$ cat config.mk
export PLATFORM = sky130hd
export DESIGN_NAME = spi_select_fault
export DESIGN_NICKNAME = d
export VERILOG_FILES = /design/src/spi_rx_buffer.v /design/src/spi_select_fault.v
export VERILOG_INCLUDE_DIRS = /design/src
export SDC_FILE = /design/constraint.sdc
export NUM_CORES = 1
export LEC_CHECK = 0
export ABC_AREA = 1
export ABC_CLOCK_PERIOD_IN_PS = 2330
export BUFFER_PORTS_ARGS = -buffer_cell sky130_fd_sc_hd__buf_2
export CELL_PAD_IN_SITES_DETAIL_PLACEMENT = 0
export CELL_PAD_IN_SITES_GLOBAL_PLACEMENT = 2
export CORE_MARGIN = 2
export CORE_UTILIZATION = 33
export CTS_CLUSTER_DIAMETER = 200
export DETAILED_ROUTE_END_ITERATION = 8
export PLACE_DENSITY_LB_ADDON = 0.1
export RECOVER_POWER = 25
export SKIP_LAST_GASP = 1
export SYNTH_ARGS = -nofsm -noshare
export SYNTH_HDL_FRONTEND = slang
export SYNTH_SLANG_ARGS = --single-unit
$ cat constraint.sdc
create_clock -name mclk -period 2.33 [get_ports mclk]
set_input_delay 0.1165 -clock mclk [delete_from_list [all_inputs] [get_ports mclk]]
set_output_delay 0.1165 -clock mclk [all_outputs]
set_load 0.01 [all_outputs]
$ cat src/spi_fault_map.vh
// constants for the select, fault and error logic of the byte-wide serial port
// assumes a 100 MHz system clock; included by spi_select_fault.v
`ifndef SPI_FAULT_MAP_VH
`define SPI_FAULT_MAP_VH

// status byte bit positions
`define DONE_BIT 3'h7
`define COLLISION_BIT 3'h6
`define OVERRUN_BIT 3'h5
`define FAULT_BIT 3'h4
`define FAULT_DISABLE_BIT 3'h3

// reset values of the control bits
`define MASTER_RST 1'h0
`define ENABLE_RST 1'h0
`define FAULT_DISABLE_RST 1'h0
`define SELECT_OUT_RST 1'h0

// timing: master serial clock half period, in ns and in system clocks
`define MCLK_PERIOD_NS 10
`define SCLK_HALF_NS 80
`define SCLK_HALF_CYCLES 8'h08

// bits in one serial byte
`define BYTE_BITS 4'h8

`endif

$ cat src/spi_rx_buffer.v
// two-entry buffer between the receive shift register and the byte consumer
// assumes one clock domain; push and pop may occur in the same cycle
`timescale 1ns/100ps
`default_nettype none

module spi_rx_buffer
(
    // clock and reset
    input wire mclk,
    input wire sys_rst,
    // filling side
    input wire inValid,
    output wire inReady,
    input wire [7:0] inData,
    // draining side
    output wire outValid,
    input wire outReady,
    output wire [7:0] outData
);

reg [7:0] slot_ff [0:1];
reg [1:0] full_ff;
wire push;
wire pop;

assign push = inValid & ~full_ff[1];
assign pop = full_ff[0] & outReady;
assign inReady = ~full_ff[1];
assign outValid = full_ff[0];
assign outData = slot_ff[0];

////////////////////////////////////////////////////////////////////////////////
// slot 0 is the head; slot 1 moves down when the head is taken
always @(posedge mclk or posedge sys_rst)
begin
    if (sys_rst)
    begin
        full_ff <= 2'h0;
        slot_ff[0] <= 8'h00;
        slot_ff[1] <= 8'h00;
    end
    else
    begin
        case ({push, pop})
            2'b10:
            begin
                if (!full_ff[0])
                begin
                    slot_ff[0] <= inData;
                    full_ff <= 2'h1;
                end
                else
                begin
                    slot_ff[1] <= inData;
                    full_ff <= 2'h3;
                end
            end
            2'b01:
            begin
                slot_ff[0] <= slot_ff[1];
                full_ff <= {1'b0, full_ff[1]};
            end
            2'b11:
            begin
                if (full_ff[1])
                begin
                    slot_ff[0] <= slot_ff[1];
                    slot_ff[1] <= inData;
                end
                else
                begin
                    slot_ff[0] <= inData;
                end
            end
            default:
            begin
                full_ff <= full_ff;
            end
        endcase
    end
end

endmodule // spi_rx_buffer

`default_nettype wire

$ cat src/spi_select_fault.v
// select pin control, mode fault, write collision, overrun and request logic
// assumes pins come from outside the mclk domain; control is plain ports
`timescale 1ns/100ps
`default_nettype none
`include "spi_fault_map.vh"

module spi_select_fault
(
    // clock and reset
    input wire mclk,
    input wire sys_rst,
    // control writes
    input wire ctrlWr,
    input wire masterSelectIn,
    input wire portEnableIn,
    input wire faultDetectDisableIn,
    input wire selectOutputEnableIn,
    input wire serialIrqEnable,
    input wire globalIrqEnable,
    // data register write and flag clears
    input wire dataWr,
    input wire [7:0] dataWrByte,
    input wire clrDone,
    input wire clrCollision,
    input wire clrOverrun,
    input wire clrFault,
    // control and status
    output reg masterSelect_ff,
    output reg portEnable_ff,
    output reg faultDetectDisable_ff,
    output reg selectOutputEnable_ff,
    output wire [7:0] serialStatusReg,
    output reg [7:0] readBuf_ff,
    output reg irq_ff,
    // received byte stream
    output wire rxValid,
    input wire rxReady,
    output wire [7:0] rxData,
    // serial pins, enable low while driving
    input wire selectNIn,
    output reg selectNOut_ff,
    output reg selectNOeN_ff,
    input wire sclkIn,
    output reg sclkOut_ff,
    output reg sclkOeN_ff,
    input wire mosiIn,
    output reg mosiOut_ff,
    output reg mosiOeN_ff,
    input wire misoIn,
    output reg misoOut_ff,
    output reg misoOeN_ff
);

localparam ST_IDLE = 1'b0;
localparam ST_XFER = 1'b1;

reg [3:0] syncA_ff;
reg [3:0] syncB_ff;
reg ssPrev_ff;
reg sclkPrev_ff;
reg state_ff;
reg [7:0] shift_ff;
reg [3:0] bitCnt_ff;
reg [7:0] halfCnt_ff;
reg byteDone_ff;
reg doneFlag_ff;
reg collFlag_ff;
reg ovrFlag_ff;
reg faultFlag_ff;
wire ssS;
wire sclkS;
wire mosiS;
wire misoS;
wire selected;
wire faultNow;
wire busy;
wire collide;
wire loadOk;
wire storeOk;
wire bufReady;

assign ssS = syncB_ff[0];
assign sclkS = syncB_ff[1];
assign mosiS = syncB_ff[2];
assign misoS = syncB_ff[3];
// slave sees the select pin as active-low input whatever the settings
assign selected = portEnable_ff & ~masterSelect_ff & ~ssS;
// select is a fault input only when master and detection is on
assign faultNow = portEnable_ff & masterSelect_ff & ~faultDetectDisable_ff & ~ssS;
assign busy = masterSelect_ff ? (state_ff == ST_XFER) : selected;
assign collide = dataWr & busy;
assign loadOk = dataWr & ~busy;
// a byte is kept only when the last one was taken and the buffer has room
assign storeOk = byteDone_ff & ~doneFlag_ff & bufReady;
assign serialStatusReg = {doneFlag_ff, collFlag_ff, ovrFlag_ff, faultFlag_ff,
    faultDetectDisable_ff, 3'h0};

////////////////////////////////////////////////////////////////////////////////
// two-stage synchronisers for select, clock and data pins
always @(posedge mclk or posedge sys_rst)
begin
    if (sys_rst)
    begin
        // idle pin levels: select high, clock low, so no false edge follows reset
        syncA_ff <= 4'hD;
        syncB_ff <= 4'hD;
        ssPrev_ff <= 1'b1;
        sclkPrev_ff <= 1'b0;
    end
    else
    begin
        syncA_ff <= {misoIn, mosiIn, sclkIn, selectNIn};
        syncB_ff <= syncA_ff;
        ssPrev_ff <= ssS;
        sclkPrev_ff <= sclkS;
    end
end

////////////////////////////////////////////////////////////////////////////////
// control bits; a mode fault overrides a software write of the master and enable bits
always @(posedge mclk or posedge sys_rst)
begin
    if (sys_rst)
    begin
        masterSelect_ff <= `MASTER_RST;
        portEnable_ff <= `ENABLE_RST;
        faultDetectDisable_ff <= `FAULT_DISABLE_RST;
        selectOutputEnable_ff <= `SELECT_OUT_RST;
    end
    else
    begin
        if (ctrlWr)
        begin
            faultDetectDisable_ff <= faultDetectDisableIn;
            selectOutputEnable_ff <= selectOutputEnableIn;
        end
        if (faultNow)
        begin
            masterSelect_ff <= 1'b0;
            portEnable_ff <= 1'b0;
        end
        else if (ctrlWr)
        begin
            masterSelect_ff <= masterSelectIn;
            portEnable_ff <= portEnableIn;
        end
    end
end

////////////////////////////////////////////////////////////////////////////////
// shift engine: mode 0, msb first; master makes the clock, slave follows it
always @(posedge mclk or posedge sys_rst)
begin
    if (sys_rst)
    begin
        state_ff <= ST_IDLE;
        shift_ff <= 8'h00;
        bitCnt_ff <= 4'h0;
        halfCnt_ff <= 8'h00;
        byteDone_ff <= 1'b0;
        sclkOut_ff <= 1'b0;
        mosiOut_ff <= 1'b0;
        misoOut_ff <= 1'b0;
    end
    else
    begin
        byteDone_ff <= 1'b0;
        if (loadOk)
        begin
            shift_ff <= dataWrByte;
            mosiOut_ff <= dataWrByte[7];
            misoOut_ff <= dataWrByte[7];
        end
        if (faultNow || !portEnable_ff)
        begin
            state_ff <= ST_IDLE;
            sclkOut_ff <= 1'b0;
            bitCnt_ff <= 4'h0;
        end
        else if (masterSelect_ff)
        begin
            case (state_ff)
                ST_IDLE:
                begin
                    if (loadOk)
                    begin
                        state_ff <= ST_XFER;
                        halfCnt_ff <= `SCLK_HALF_CYCLES - 8'h01;
                        bitCnt_ff <= 4'h0;
                    end
                end
                ST_XFER:
                begin
                    if (halfCnt_ff != 8'h00)
                    begin
                        halfCnt_ff <= halfCnt_ff - 8'h01;
                    end
                    else if (!sclkOut_ff)
                    begin
                        halfCnt_ff <= `SCLK_HALF_CYCLES - 8'h01;
                        sclkOut_ff <= 1'b1;
                        shift_ff <= {shift_ff[6:0], misoS};
                        bitCnt_ff <= bitCnt_ff + 4'h1;
                    end
                    else
                    begin
                        halfCnt_ff <= `SCLK_HALF_CYCLES - 8'h01;
                        sclkOut_ff <= 1'b0;
                        mosiOut_ff <= shift_ff[7];
                        if (bitCnt_ff == `BYTE_BITS)
                        begin
                            state_ff <= ST_IDLE;
                            byteDone_ff <= 1'b1;
                        end
                    end
                end
                default:
                begin
                    state_ff <= ST_IDLE;
                end
            endcase
        end
        else
        begin
            state_ff <= ST_IDLE;
            if (!selected)
            begin
                bitCnt_ff <= 4'h0;
            end
            else if (ssPrev_ff)
            begin
                misoOut_ff <= shift_ff[7];
                bitCnt_ff <= 4'h0;
            end
            else if (sclkS && !sclkPrev_ff)
            begin
                shift_ff <= {shift_ff[6:0], mosiS};
                if (bitCnt_ff == `BYTE_BITS - 4'h1)
                begin
                    bitCnt_ff <= 4'h0;
                    byteDone_ff <= 1'b1;
                end
                else
                begin
                    bitCnt_ff <= bitCnt_ff + 4'h1;
                end
            end
            else if (!sclkS && sclkPrev_ff)
            begin
                misoOut_ff <= shift_ff[7];
            end
        end
    end
end

////////////////////////////////////////////////////////////////////////////////
// pin drivers for select, clock and data lines
always @(posedge mclk or posedge sys_rst)
begin
    if (sys_rst)
    begin
        selectNOut_ff <= 1'b1;
        selectNOeN_ff <= 1'b1;
        sclkOeN_ff <= 1'b1;
        mosiOeN_ff <= 1'b1;
        misoOeN_ff <= 1'b1;
    end
    else
    begin
        // drive select only as master with detection off and output on
        selectNOeN_ff <= ~(portEnable_ff & masterSelect_ff & faultDetectDisable_ff
            & selectOutputEnable_ff);
        selectNOut_ff <= ~(state_ff == ST_XFER);
        sclkOeN_ff <= ~(portEnable_ff & masterSelect_ff);
        mosiOeN_ff <= ~(portEnable_ff & masterSelect_ff);
        misoOeN_ff <= ~selected;
    end
end

////////////////////////////////////////////////////////////////////////////////
// read buffer and sticky flags; a set wins over a clear in the same cycle
always @(posedge mclk or posedge sys_rst)
begin
    if (sys_rst)
    begin
        readBuf_ff <= 8'h00;
        doneFlag_ff <= 1'b0;
        collFlag_ff <= 1'b0;
        ovrFlag_ff <= 1'b0;
        faultFlag_ff <= 1'b0;
        irq_ff <= 1'b0;
    end
    else
    begin
        if (storeOk)
        begin
            readBuf_ff <= shift_ff;
        end
        // flags stay until software clears them
        doneFlag_ff <= storeOk | (doneFlag_ff & ~clrDone);
        collFlag_ff <= collide | (collFlag_ff & ~clrCollision);
        ovrFlag_ff <= (byteDone_ff & ~storeOk) | (ovrFlag_ff & ~clrOverrun);
        faultFlag_ff <= faultNow | (faultFlag_ff & ~clrFault);
        // one shared level request from the three flags
        irq_ff <= (doneFlag_ff | ovrFlag_ff | faultFlag_ff)
            & serialIrqEnable & globalIrqEnable;
    end
end

////////////////////////////////////////////////////////////////////////////////
// received bytes also flow to the consumer through a two-entry buffer
spi_rx_buffer rxBuffer
(
    .mclk(mclk),
    .sys_rst(sys_rst),
    .inValid(storeOk),
    .inReady(bufReady),
    .inData(shift_ff),
    .outValid(rxValid),
    .outReady(rxReady),
    .outData(rxData)
);

endmodule // spi_select_fault

`default_nettype wire

==> flow_summary_export.csv, run 1 <==
group,metric,value,unit
global_route,antenna_found_initial,0,
sta,skew,0.0102,ns
sta,hold_viol,0,
critical_path,critPathLaunchType,"flop",
place,placed_area,4030,µm²
critical_path,path_class,"flop to flop",
critical_path,cpPeakStageDelay,0.47,ns
hold_path,worstHoldPathCells,3,
hold_path,hold_class,"input pin to flop",
critical_path,cpLargestDelayFamily,"simple AND/OR/NAND/NOR gates",
detailed_routing,drt_iter0_drc,105,
logic_synthesis,synthXorXnorAreaFrac,0.475,%
sta,final-setup-viol-count,0,
critical_path,rr_worst_depth,9,
detailed_routing,via_count,2864,
sta,post-route-period-util,84.0,%
die,die_y,110,µm
die,dieArea,12000,µm²
logic_synthesis,synth_seq_cells,74,
detailed_routing,wire_per_inst,13.2,µm
sta,maxSlewViolCount,0,
die,initial_core_util,33.9,%
die,fp-row-count,38,
global_route,grt_pass1_vias,2841,
logic_synthesis,avgSynthCellArea,8.74,µm²
clocking,htreeDepth,3,
critical_path,cp_num_buf_inv,1,
sta,maxSlewHeadroom,37.0,%
cells_and_area,final_core_util,40.4,%
clocking,cts-buffers-inserted,9,
cells_and_area,final_cells,635,
logic_synthesis,async_reset_ff_share,100,%
sta,rsz0062_at_grt,"no",
sta,worst_pin_slew,0.944,ns
critical_path,required,2.56,ns
detailed_routing,totalWireLength,8370,µm
critical_path,cp_data_arrival_time,2.19,ns
hold_path,min_from,"dataWr",
critical_path,reg2reg_slack,0.37,ns
logic_synthesis,yosysUniqueCellTypes,37,
hold_path,hold_end,"collFlag_ff",
cells_and_area,antenna_cells,0,
place,gp_congestion,0.813,
clocking,path_clk_slew,0.09,ns
place,placed_cells_incl_taps,604,
cells_and_area,fillers,1136,
critical_path,rr_endpoint,"rxBuffer.outData[1]",
cells_and_area,nets,523,
global_route,grt_usage,15.4,%
critical_path,crit_fanout,10,
clocking,cts.sinks,74,
die,io_pins,65,
logic_synthesis,synth_compound_area_share,13.1,%
logic_synthesis,synth_edf_count,0,
logic_synthesis,synth_top_family_by_area,"simple AND/OR/NAND/NOR gates",
pwr,power,2.90,mW
detailed_routing,vias_per_cell,4.51,
global_route,overflow,0,
clocking,cts_setup_buffers,0,
pwr,ir_drop,0.315,mV
detailed_routing,drc,0,
sta,finalCriticalPeriod,1.96,ns
logic_synthesis,synth_seq_area_share,50.6,%
run,cap_violations,0,
run_status,status,"complete, no violations",
cells_and_area,fin_area,4390,µm²
logic_synthesis,synthAdderAreaFrac,2.03,%
critical_path,path_cells,"nand2_2, clkinv_1, ha_1, nand2_1, nand2_1, nand3_1, o21ai_0, nand2_1, o21ai_1",
logic_synthesis,yosysWarnings,0,
clocking,clock_latency,0.35,ns
sta,setup_tns,0,ns
logic_synthesis,synthMuxAreaShare,0.610,%
place,portBuffers,61,
die,die_w,110,µm
logic_synthesis,netlist_area,3690,µm²
sta,fmax,511,MHz
critical_path,crit_slowest_cell,"dfrtp_1",
critical_path,crit_top_cell,"nand2_1",
logic_synthesis,synth-simple-area-share,22.3,%
logic_synthesis,synth_top_flop_cell,"dfrtp_1",
place,hpwlAfterDp,6090,µm
pwr,leakagePower,2.16,nW
clocking,root_buffer,"clkbuf_8",
die,core-area,10900,µm²
cells_and_area,syn2layout_area_growth,19.1,%
detailed_routing,ant_nets,0,
clocking,cts_tree,"done",
critical_path,r2r_start,"rxBuffer.full_ff[0]",
pwr,p_per_area,660,nW/µm²
detailed_routing,dr.pass1.iters,4,
global_route,grt_max_degree,54,
cells_and_area,final_layout_size_suffix_gt1_share,24.2,%
clocking,cts_max_path_buffers,2,
global_route,grt_pass1_wl,14200,µm
critical_path,critPathCaptureType,"flop",
logic_synthesis,syn_inst,422,
## cell type report
| class | count | area [µm²] | share of cell area, % |
|---|---|---|---|
| Tap cell | 140 | 175 | 3.99 |
| Clock inverter | 7 | 103 | 2.33 |
| Sequential cell | 74 | 1870 | 42.5 |
| Clock buffer | 9 | 124 | 2.82 |
| Timing Repair Buffer | 80 | 488 | 11.1 |
| Multi-Input combinational cell | 269 | 1430 | 32.5 |
| Inverter | 56 | 210 | 4.78 |
## worst max path at each step
stage / start / to / slack (ns) / cells after the start
4_1_cts: rxBuffer.full_ff[0] / rxBuffer.outData[1] / 0.35 / 9
3_3_place_gp: rxBuffer.full_ff[0] / rxBuffer.outData[5] / 0.41 / 9
6_report: rxBuffer.full_ff[0] / rxBuffer.outData[1] / 0.37 / 9
5_1_grt: rxBuffer.full_ff[0] / rxBuffer.outData[4] / 0.18 / 9
3_5_place_dp: rxBuffer.full_ff[0] / rxBuffer.outData[1] / 0.36 / 9
2_1_floorplan: sys_rst / bitCnt_ff[0] / 0.35 / 1
## registers in the layout, summed over array words and instances, names as in the netlist, 2 cells and up
name	cells
halfCnt_ff	8
readBuf_ff	8
rxBuffer.outData	8
rxBuffer.slot_ff	8
shift_ff	8
bitCnt_ff	4
syncA_ff	4
syncB_ff	4
rxBuffer.full_ff	2
## stage by stage
| stage | setup WS, ns | hold WS [ns] |
|---|---|---|
| finish | 0.372 | 0.0432 |
| global route | 0.175 | 0.0744 |
| CTS | 0.352 | 0.00663 |
| detailed placement | 0.364 | 0.198 |
| global placement | 0.405 | 0.194 |
| floorplan | 0.350 | 0.121 |
## Yosys cell counts, types with 5 or more instances
library cell   n  area, µm²
inv_2          7       26.3
nand2_2        7       43.8
buf_4         17        128
nor2_1        30        113
nand3_1       29        145
ha_1           6       75.1
o21ai_0       36        180
inv_1         48        180
a31oi_1        5       31.3
dfrtp_1       63       1580
o21ai_1       21        105
dfstp_2       11        289
o21ai_2        7       61.3
nor2_4         5       56.3
nand2_1       89        334
## worst register-to-register path: stages (launching register included)
cell	delay (ns)
dfrtp_1	0.47
nand2_2	0.16
clkinv_1	0.26
ha_1	0.33
nand2_1	0.09
nand2_1	0.17
nand3_1	0.12
o21ai_0	0.10
nand2_1	0.08
o21ai_1	0.06
## per-layer routing
layer / wire (µm) / GRT usage (%) / vias to the layer above
li1: - / - / 1474
met1: 4340 / 21.9 / 1314
met2: 3610 / 23.2 / 69
met3: 338 / 3.38 / 7
met4: 74 / 4.79 / 0
met5: 0 / 0 / -
## timing repair
action | CTS | global route
hold buffers | 14 | 1
endpoints found under the hold margin | 33 | 1
gates resized for setup | 0 | 0
## power by group
group / internal [mW] / switching (mW) / leakage [nW]
sequential: 1.36 / 0.0386 / 0.899
combinational: 0.130 / 0.238 / 1.15
clock: 0.612 / 0.520 / 0.110
## kinds of logic after synthesis
| group | after synthesis |
|---|---|
| compound gates | 81 |
| xor+xnor | 2 |
| fa+ha+maj | 6 |
| buf+inv | 81 |
| flops | 74 |
| mux | 2 |
| other cells | 1 |
| simple gates | 175 |
## cells in the final DEF (no fill, tap or decap), types with 7 or more instances in the layout
| cell | instances |
|---|---|
| o21ai_0 | 36 |
| nand2_1 | 90 |
| nand3_1 | 29 |
| buf_2 | 53 |
| clkbuf_1 | 8 |
| dfstp_2 | 10 |
| dfrtp_1 | 63 |
| nor2_1 | 30 |
| o21ai_1 | 21 |
| o21ai_2 | 7 |
| inv_1 | 50 |
| dlygate4sd3_1 | 15 |
| clkbuf_8 | 9 |
(Power assumes the default switching activity.)
==> run 2: changes to the inputs <==
Settings changed: ABC_AREA 1 to 0, ABC_CLOCK_PERIOD_IN_PS 2330 to 1700, CORE_UTILIZATION 33 to 32.
Clock period 2.33 ns to 1.7 ns, I/O delays scaled along.
==> run 2 against run 1 <==
Compared with the run above:
- the run now ends with negative setup slack left
- final cell count shrank 9.8%
- critical path type unchanged
- worst setup slack lost 0.70 ns
- worst hold slack lost 0.034 ns
- sequential power grew 49%
==> flow_summary_export.csv, run 2 <==
group,metric,value,unit
logic_synthesis,yosysWarnings,0,
critical_path,path_class,"flop to flop",
place,placed_cells_incl_taps,531,
place,gp_congestion,0.777,
run_status,status,"finished with violations",
sta,maxSlewViolCount,0,
die,fp-row-count,37,
pwr,power,4.24,mW
place,hpwlAfterDp,5870,µm
cells_and_area,antenna_cells,0,
cells_and_area,nets,465,
cells_and_area,final_core_util,46.4,%
run,cap_violations,0,
clocking,root_buffer,"clkbuf_8",
clocking,cts_tree,"done",
critical_path,crit_slowest_cell,"dfrtp_1",
sta,rsz0062_at_grt,"yes",
logic_synthesis,synth_top_flop_cell,"dfrtp_1",
clocking,cts_max_path_buffers,2,
global_route,grt_usage,16.1,%
logic_synthesis,synth_seq_cells,74,
logic_synthesis,synth.area.top_cells,"dfrtp_1 46%, mux2_2 9.5%, dfstp_2 8.4%, nand2_1 4.4%, buf_4 3.7%",
place,dp_worst_setup_slack,-0.387,ns
sta,hold_viol,0,
pwr,power.switching,1.22,mW
die,core-area,10400,µm²
cells_and_area,final_layout_size_suffix_gt1_share,49.2,%
pwr,leakagePower,2.29,nW
detailed_routing,drt_iter0_drc,72,
run_status,violations,"negative setup slack",
logic_synthesis,netlist_area,3450,µm²
detailed_routing,dr.pass1.iters,4,
cells_and_area,fin_area,4810,µm²
logic_synthesis,yosysUniqueCellTypes,47,
clocking,cts.sinks,74,
detailed_routing,via_count,2672,
sta,fmax,494,MHz
sta,maxSlewHeadroom,34.7,%
cells_and_area,layout_common_cells,"62 x dfrtp_1, 60 x buf_2, 47 x buf_4",
critical_path,cp_num_buf_inv,1,
logic_synthesis,syn_inst,312,
cells_and_area,syn2layout_area_growth,39.6,%
logic_synthesis,netlist.area_leader.share,45.7,%
detailed_routing,ant_nets,0,
pwr,pwr-share-comb,18.4,%
logic_synthesis,synth_seq_area_share,54.1,%
detailed_routing,totalWireLength,8550,µm
pwr,p_per_area,881,nW/µm²
sta,post-route-period-util,119,%
die,die_w,108,µm
critical_path,cpLargestDelayFamily,"compound AO/OA/AOI/OAI gates",
sta,timing.hold.ws,0.00890,ns
clocking,cts-buffers-inserted,9,
critical_path,crit_fanout,4,
sta,setup_tns,-3.64,ns
detailed_routing,drc,0,
clocking,path_clk_slew,0.09,ns
hold_path,hold_class,"input pin to flop",
detailed_routing,vias_per_cell,4.66,
clocking,htreeDepth,3,
critical_path,cpPeakStageDelay,0.40,ns
critical_path,cp_data_arrival_time,2.26,ns
global_route,overflow,0,
global_route,grt_pass1_vias,2811,
global_route,grt_pass1_wl,14400,µm
logic_synthesis,async_reset_ff_share,100,%
global_route,grt_max_degree,75,
sta,finalCriticalPeriod,2.03,ns
detailed_routing,wire_per_inst,14.9,µm
sta,setup_slack,-0.326,ns
place,placed_area,4170,µm²
sta,worst_pin_slew,0.980,ns
pwr,pwr-share-seq,49.1,%
pwr,internal-power,3.02,mW
die,io_pins,65,
critical_path,critPathLaunchType,"flop",
logic_synthesis,avgSynthCellArea,11.0,µm²
logic_synthesis,yosysMostFrequentCell,"dfrtp_1",
logic_synthesis,synth.largest_area_cell,"dfrtp_1",
logic_synthesis,synthTopCellsByCount,"63 x dfrtp_1, 40 x nand2_1, 29 x mux2_2",
cells_and_area,final_cells,573,
clocking,clock_latency,0.34,ns
critical_path,critPathCaptureType,"flop",
cells_and_area,final_common_cell,"dfrtp_1",
die,dieArea,11600,µm²
critical_path,path_cells,"inv_2, ha_4, or3b_4, o311a_4, or2_4, a221o_1",
critical_path,required,1.93,ns
logic_synthesis,synth_edf_count,0,
sta,skew,0.0108,ns
global_route,antenna_found_initial,0,
sta,final-setup-viol-count,15,
die,die_y,108,µm
die,initial_core_util,33.2,%
pwr,p_sw_share,28.7,%
pwr,clkPwrFrac,32.5,%
pwr,ir_drop,0.360,mV
place,portBuffers,61,
-- run 2: path summary, 6_finish.rpt --
kind                                 from                    end  slack, ns  depth (start not counted)
min in group asynchronous         sys_rst  faultDetectDisable_ff       0.65                          4
max                         halfCnt_ff[1]           bitCnt_ff[2]      -0.33                          6
max reg2reg                 halfCnt_ff[1]           bitCnt_ff[2]      -0.33                          6
min reg2reg                   syncA_ff[1]            syncB_ff[1]       0.36                          0
max in group asynchronous         sys_rst        masterSelect_ff       0.39                          4
min                        masterSelectIn        masterSelect_ff      0.009                          3
-- run 2: final cells by class --
type                            count  area (µm²)
Clock buffer                        9         124
Clock inverter                      7        70.1
Fill cell                        1026        5560
Inverter                           16        66.3
Multi-Input combinational cell    200        1610
Sequential cell                    74        1870
Tap cell                          136         170
Timing Repair Buffer              131         905
-- run 2: power groups by stage --
stage	clock network, mW	registers (mW)	logic, mW
finish	1.38	2.08	0.781
floorplan	0	2.09	0.474
global placement	0	2.11	0.692
detailed placement	0	2.11	0.695
global route	1.51	2.11	0.875
CTS	1.44	2.08	0.755
-- run 2: layer usage --
metal	GRT usage, %	vias up	share of wire [%]
met5	0	-	0
met2	27.2	46	49
li1	-	1319	-
met1	20.8	1301	47
met3	3.75	6	3.1
met4	4.21	0	0.94
-- run 2: worst reg2reg max path: stages (launching register included) --
cell,delay (ns)
dfrtp_1,0.40
inv_2,0.08
ha_4,0.13
or3b_4,0.40
o311a_4,0.35
or2_4,0.25
a221o_1,0.31
-- run 2: logic make-up (layout without fill, tap and decap cells) --
family	count (synthesis)	in the layout	share of synthesized area, %
other	1	3	0.109
muxes	33	33	10.6
adders and majority gates	6	6	2.18
buffers and inverters	41	163	6.39
AOI/OAI and AO/OA	50	50	10.4
xor gates and xnor gates	6	6	1.52
and+or+nand+nor	101	102	14.7
DFF	74	74	54.1
-- run 2: timing repair --
item | CTS | global route
hold endpoints to repair | 74 | 0
hold buffers | 13 | 0
resized for setup | 17 | 41
endpoints found under the setup margin | 23 | 41
cloned | 1 | 0
pin swaps | 6 | 13
setup buffers | 7 | 5
==> run 3: changes to the inputs <==
Settings changed: CORE_ASPECT_RATIO from default to 0.9, GPL_TIMING_DRIVEN from default to 0.
==> run 3 against run 2 <==
Compared with the run above:
- the flow still finishes with violations (negative setup slack)
- wire length rose by 2.3%
- non-clock buffer count rose by 6
- first-iteration DRC count rose by 40%
- count of clock-buffer cells in the layout rose by 3
- sequential share of layout area fell by 1.5 points
- clock skew fell by 0.0034 ns
- final cell count fell by 0.17%
- sequential power barely moved
- combinational power rose by 7.6%
- largest cell class unchanged
- sequential cell count did not move
- critical path depth did not move
==> flow_summary_export.csv, run 3 (synthesis gave the netlist of run 2 again) <==
group,metric,value,unit
run_status,status,"finished with violations",
run_status,violations,"negative setup slack",
clocking,htreeDepth,3,
global_route,overflow,0,
die,core-area,10400,µm²
global_route,antenna_found_initial,0,
cells_and_area,final_core_util,48.3,%
global_route,grt_pass1_wl,14100,µm
critical_path,rr_endpoint,"bitCnt_ff[2]",
critical_path,path_class,"flop to flop",
detailed_routing,via_count,2708,
sta,post-route-period-util,121,%
global_route,grt_usage,16.2,%
die,initial_core_util,33.2,%
cells_and_area,layout_common_cells,"60 x dfrtp_1, 52 x buf_4, 49 x buf_2",
critical_path,cp_data_arrival_time,2.27,ns
clocking,cts.sinks,74,
detailed_routing,dr.pass1.iters,4,
detailed_routing,totalWireLength,8750,µm
critical_path,cpPeakStageDelay,0.40,ns
critical_path,reg2reg_slack,-0.35,ns
pwr,p_per_area,1030,nW/µm²
critical_path,cp_num_cells,6,
clocking,cts_max_path_buffers,2,
sta,finalCriticalPeriod,2.05,ns
place,placed_cells_incl_taps,505,
sta,maxSlewHeadroom,45.7,%
critical_path,required,1.92,ns
die,fp-row-count,35,
clocking,root_buffer,"clkbuf_16",
hold_path,hold_class,"input pin to flop",
critical_path,endpoint,"bitCnt_ff[2]",
sta,hold_viol,0,
place,portBuffers,61,
cells_and_area,syn2layout_area_growth,45.5,%
place,placed_area,3990,µm²
critical_path,cpLargestDelayFamily,"simple AND/OR/NAND/NOR gates",
detailed_routing,drt_iter0_drc,101,
critical_path,critPathLaunchType,"flop",
sta,maxSlewViolCount,0,
cells_and_area,final_cells,572,
cells_and_area,nets,471,
die,dieArea,11600,µm²
detailed_routing,vias_per_cell,4.73,
critical_path,critPathCaptureType,"flop",
sta,fmax,487,MHz
sta,skew,0.00739,ns
run,cap_violations,0,
clocking,path_clk_slew,0.06,ns
clocking,cts_tree,"done",
sta,setup_slack,-0.353,ns
global_route,grt_max_degree,41,
pwr,ir_drop,0.565,mV
cells_and_area,fillers,991,
place,hpwlAfterDp,5780,µm
critical_path,r2r_start,"halfCnt_ff[1]",
critical_path,cp_num_buf_inv,1,
pwr,power,5.15,mW
cells_and_area,fin_area,5020,µm²
global_route,grt_pass1_vias,2740,
sta,final-setup-viol-count,20,
pwr,leakagePower,2.33,nW
critical_path,rr_worst_depth,6,
clocking,clock_latency,0.34,ns
cells_and_area,final_layout_size_suffix_gt1_share,47.2,%
die,die_y,102,µm
cells_and_area,antenna_cells,0,
detailed_routing,drc,0,
detailed_routing,ant_nets,0,
sta,rsz0062_at_grt,"yes",
cells_and_area,final_common_cell,"dfrtp_1",
critical_path,crit_path_start,"halfCnt_ff[1]",
critical_path,crit_slowest_cell,"dfrtp_1",
critical_path,path_cells,"inv_2, ha_4, or3b_4, o311a_4, or2_4, a221o_1",
place,gp_congestion,0.736,
die,die_w,113,µm
clocking,cts-buffers-inserted,9,
critical_path,crit_fanout,4,
detailed_routing,wire_per_inst,15.3,µm
sta,worst_pin_slew,0.812,ns
die,io_pins,65,
## run 3: cell types whose count changed in the layout (fill, tap and decap cells not counted), moves of 3 or more
cell       change
clkbuf_8       -7
clkinv_2       -3
buf_6          -4
clkbuf_1      +15
buf_2         -11
buf_4          +5
clkbuf_16      +9
## run 3: power breakdown
part / internal (mW) / switching (mW) / total, mW
clock network: 1.48 / 0.731 / 2.21
logic: 0.470 / 0.369 / 0.840
registers: 1.94 / 0.163 / 2.10
## run 3: routing by layer
metal  routed length, µm  track usage [%]
met4                 115             5.91
met2                3910             25.6
met3                 356             4.27
met5                   0                0
met1                4360             21.7
## run 3: layout make-up
| type | instances | area [µm²] | area share (%) |
|---|---|---|---|
| Clock inverter | 4 | 98.8 | 1.97 |
| Tap cell | 129 | 161 | 3.22 |
| Sequential cell | 74 | 1870 | 37.3 |
| Timing Repair Buffer | 113 | 731 | 14.6 |
| Buffer | 24 | 206 | 4.12 |
| Multi-Input combinational cell | 200 | 1630 | 32.6 |
| Clock buffer | 12 | 246 | 4.91 |
| Inverter | 16 | 68.8 | 1.37 |
## run 3: worst min path at each step
stage / from / endpoint / slack [ns] / depth (start not counted)
after floorplan: selectNIn / syncA_ff[0] / 0.09 / 0
after global routing: clrOverrun / ovrFlag_ff / 0.05 / 3
after global placement: mosiIn / syncA_ff[2] / 0.19 / 1
after CTS: clrOverrun / ovrFlag_ff / 0.03 / 3
final: clrOverrun / ovrFlag_ff / 0.04 / 3
after detailed placement: misoIn / syncA_ff[3] / 0.19 / 1
## run 3: metrics by stage
step | hold slack (ns) | worst slack (ns) | setup TNS (ns)
floorplan | 0.0895 | -0.348 | -2.53
global placement | 0.191 | -0.644 | -11.91
detailed placement | 0.192 | -0.626 | -11.59
CTS | 0.0289 | -0.348 | -3.59
global route | 0.0484 | -0.386 | -5.92
finish | 0.0427 | -0.353 | -3.63
## run 3: worst register-to-register path, delay by kind of cell, from the launching register on
kind	cells	cell delay, ns
AOI/OAI and AO/OA	2	0.65
and+or+nand+nor	2	0.67
DFF	1	0.40
buffers and inverters	1	0.08
adders and majority gates	1	0.13
## run 3: what timing repair did
item,CTS,global route
hold buffers,14,0
hold endpoints to repair,44,0
setup endpoints to repair,40,38
pin swaps,6,9
buffers inserted,23,14
gates resized for setup,38,36
gates cloned,1,0
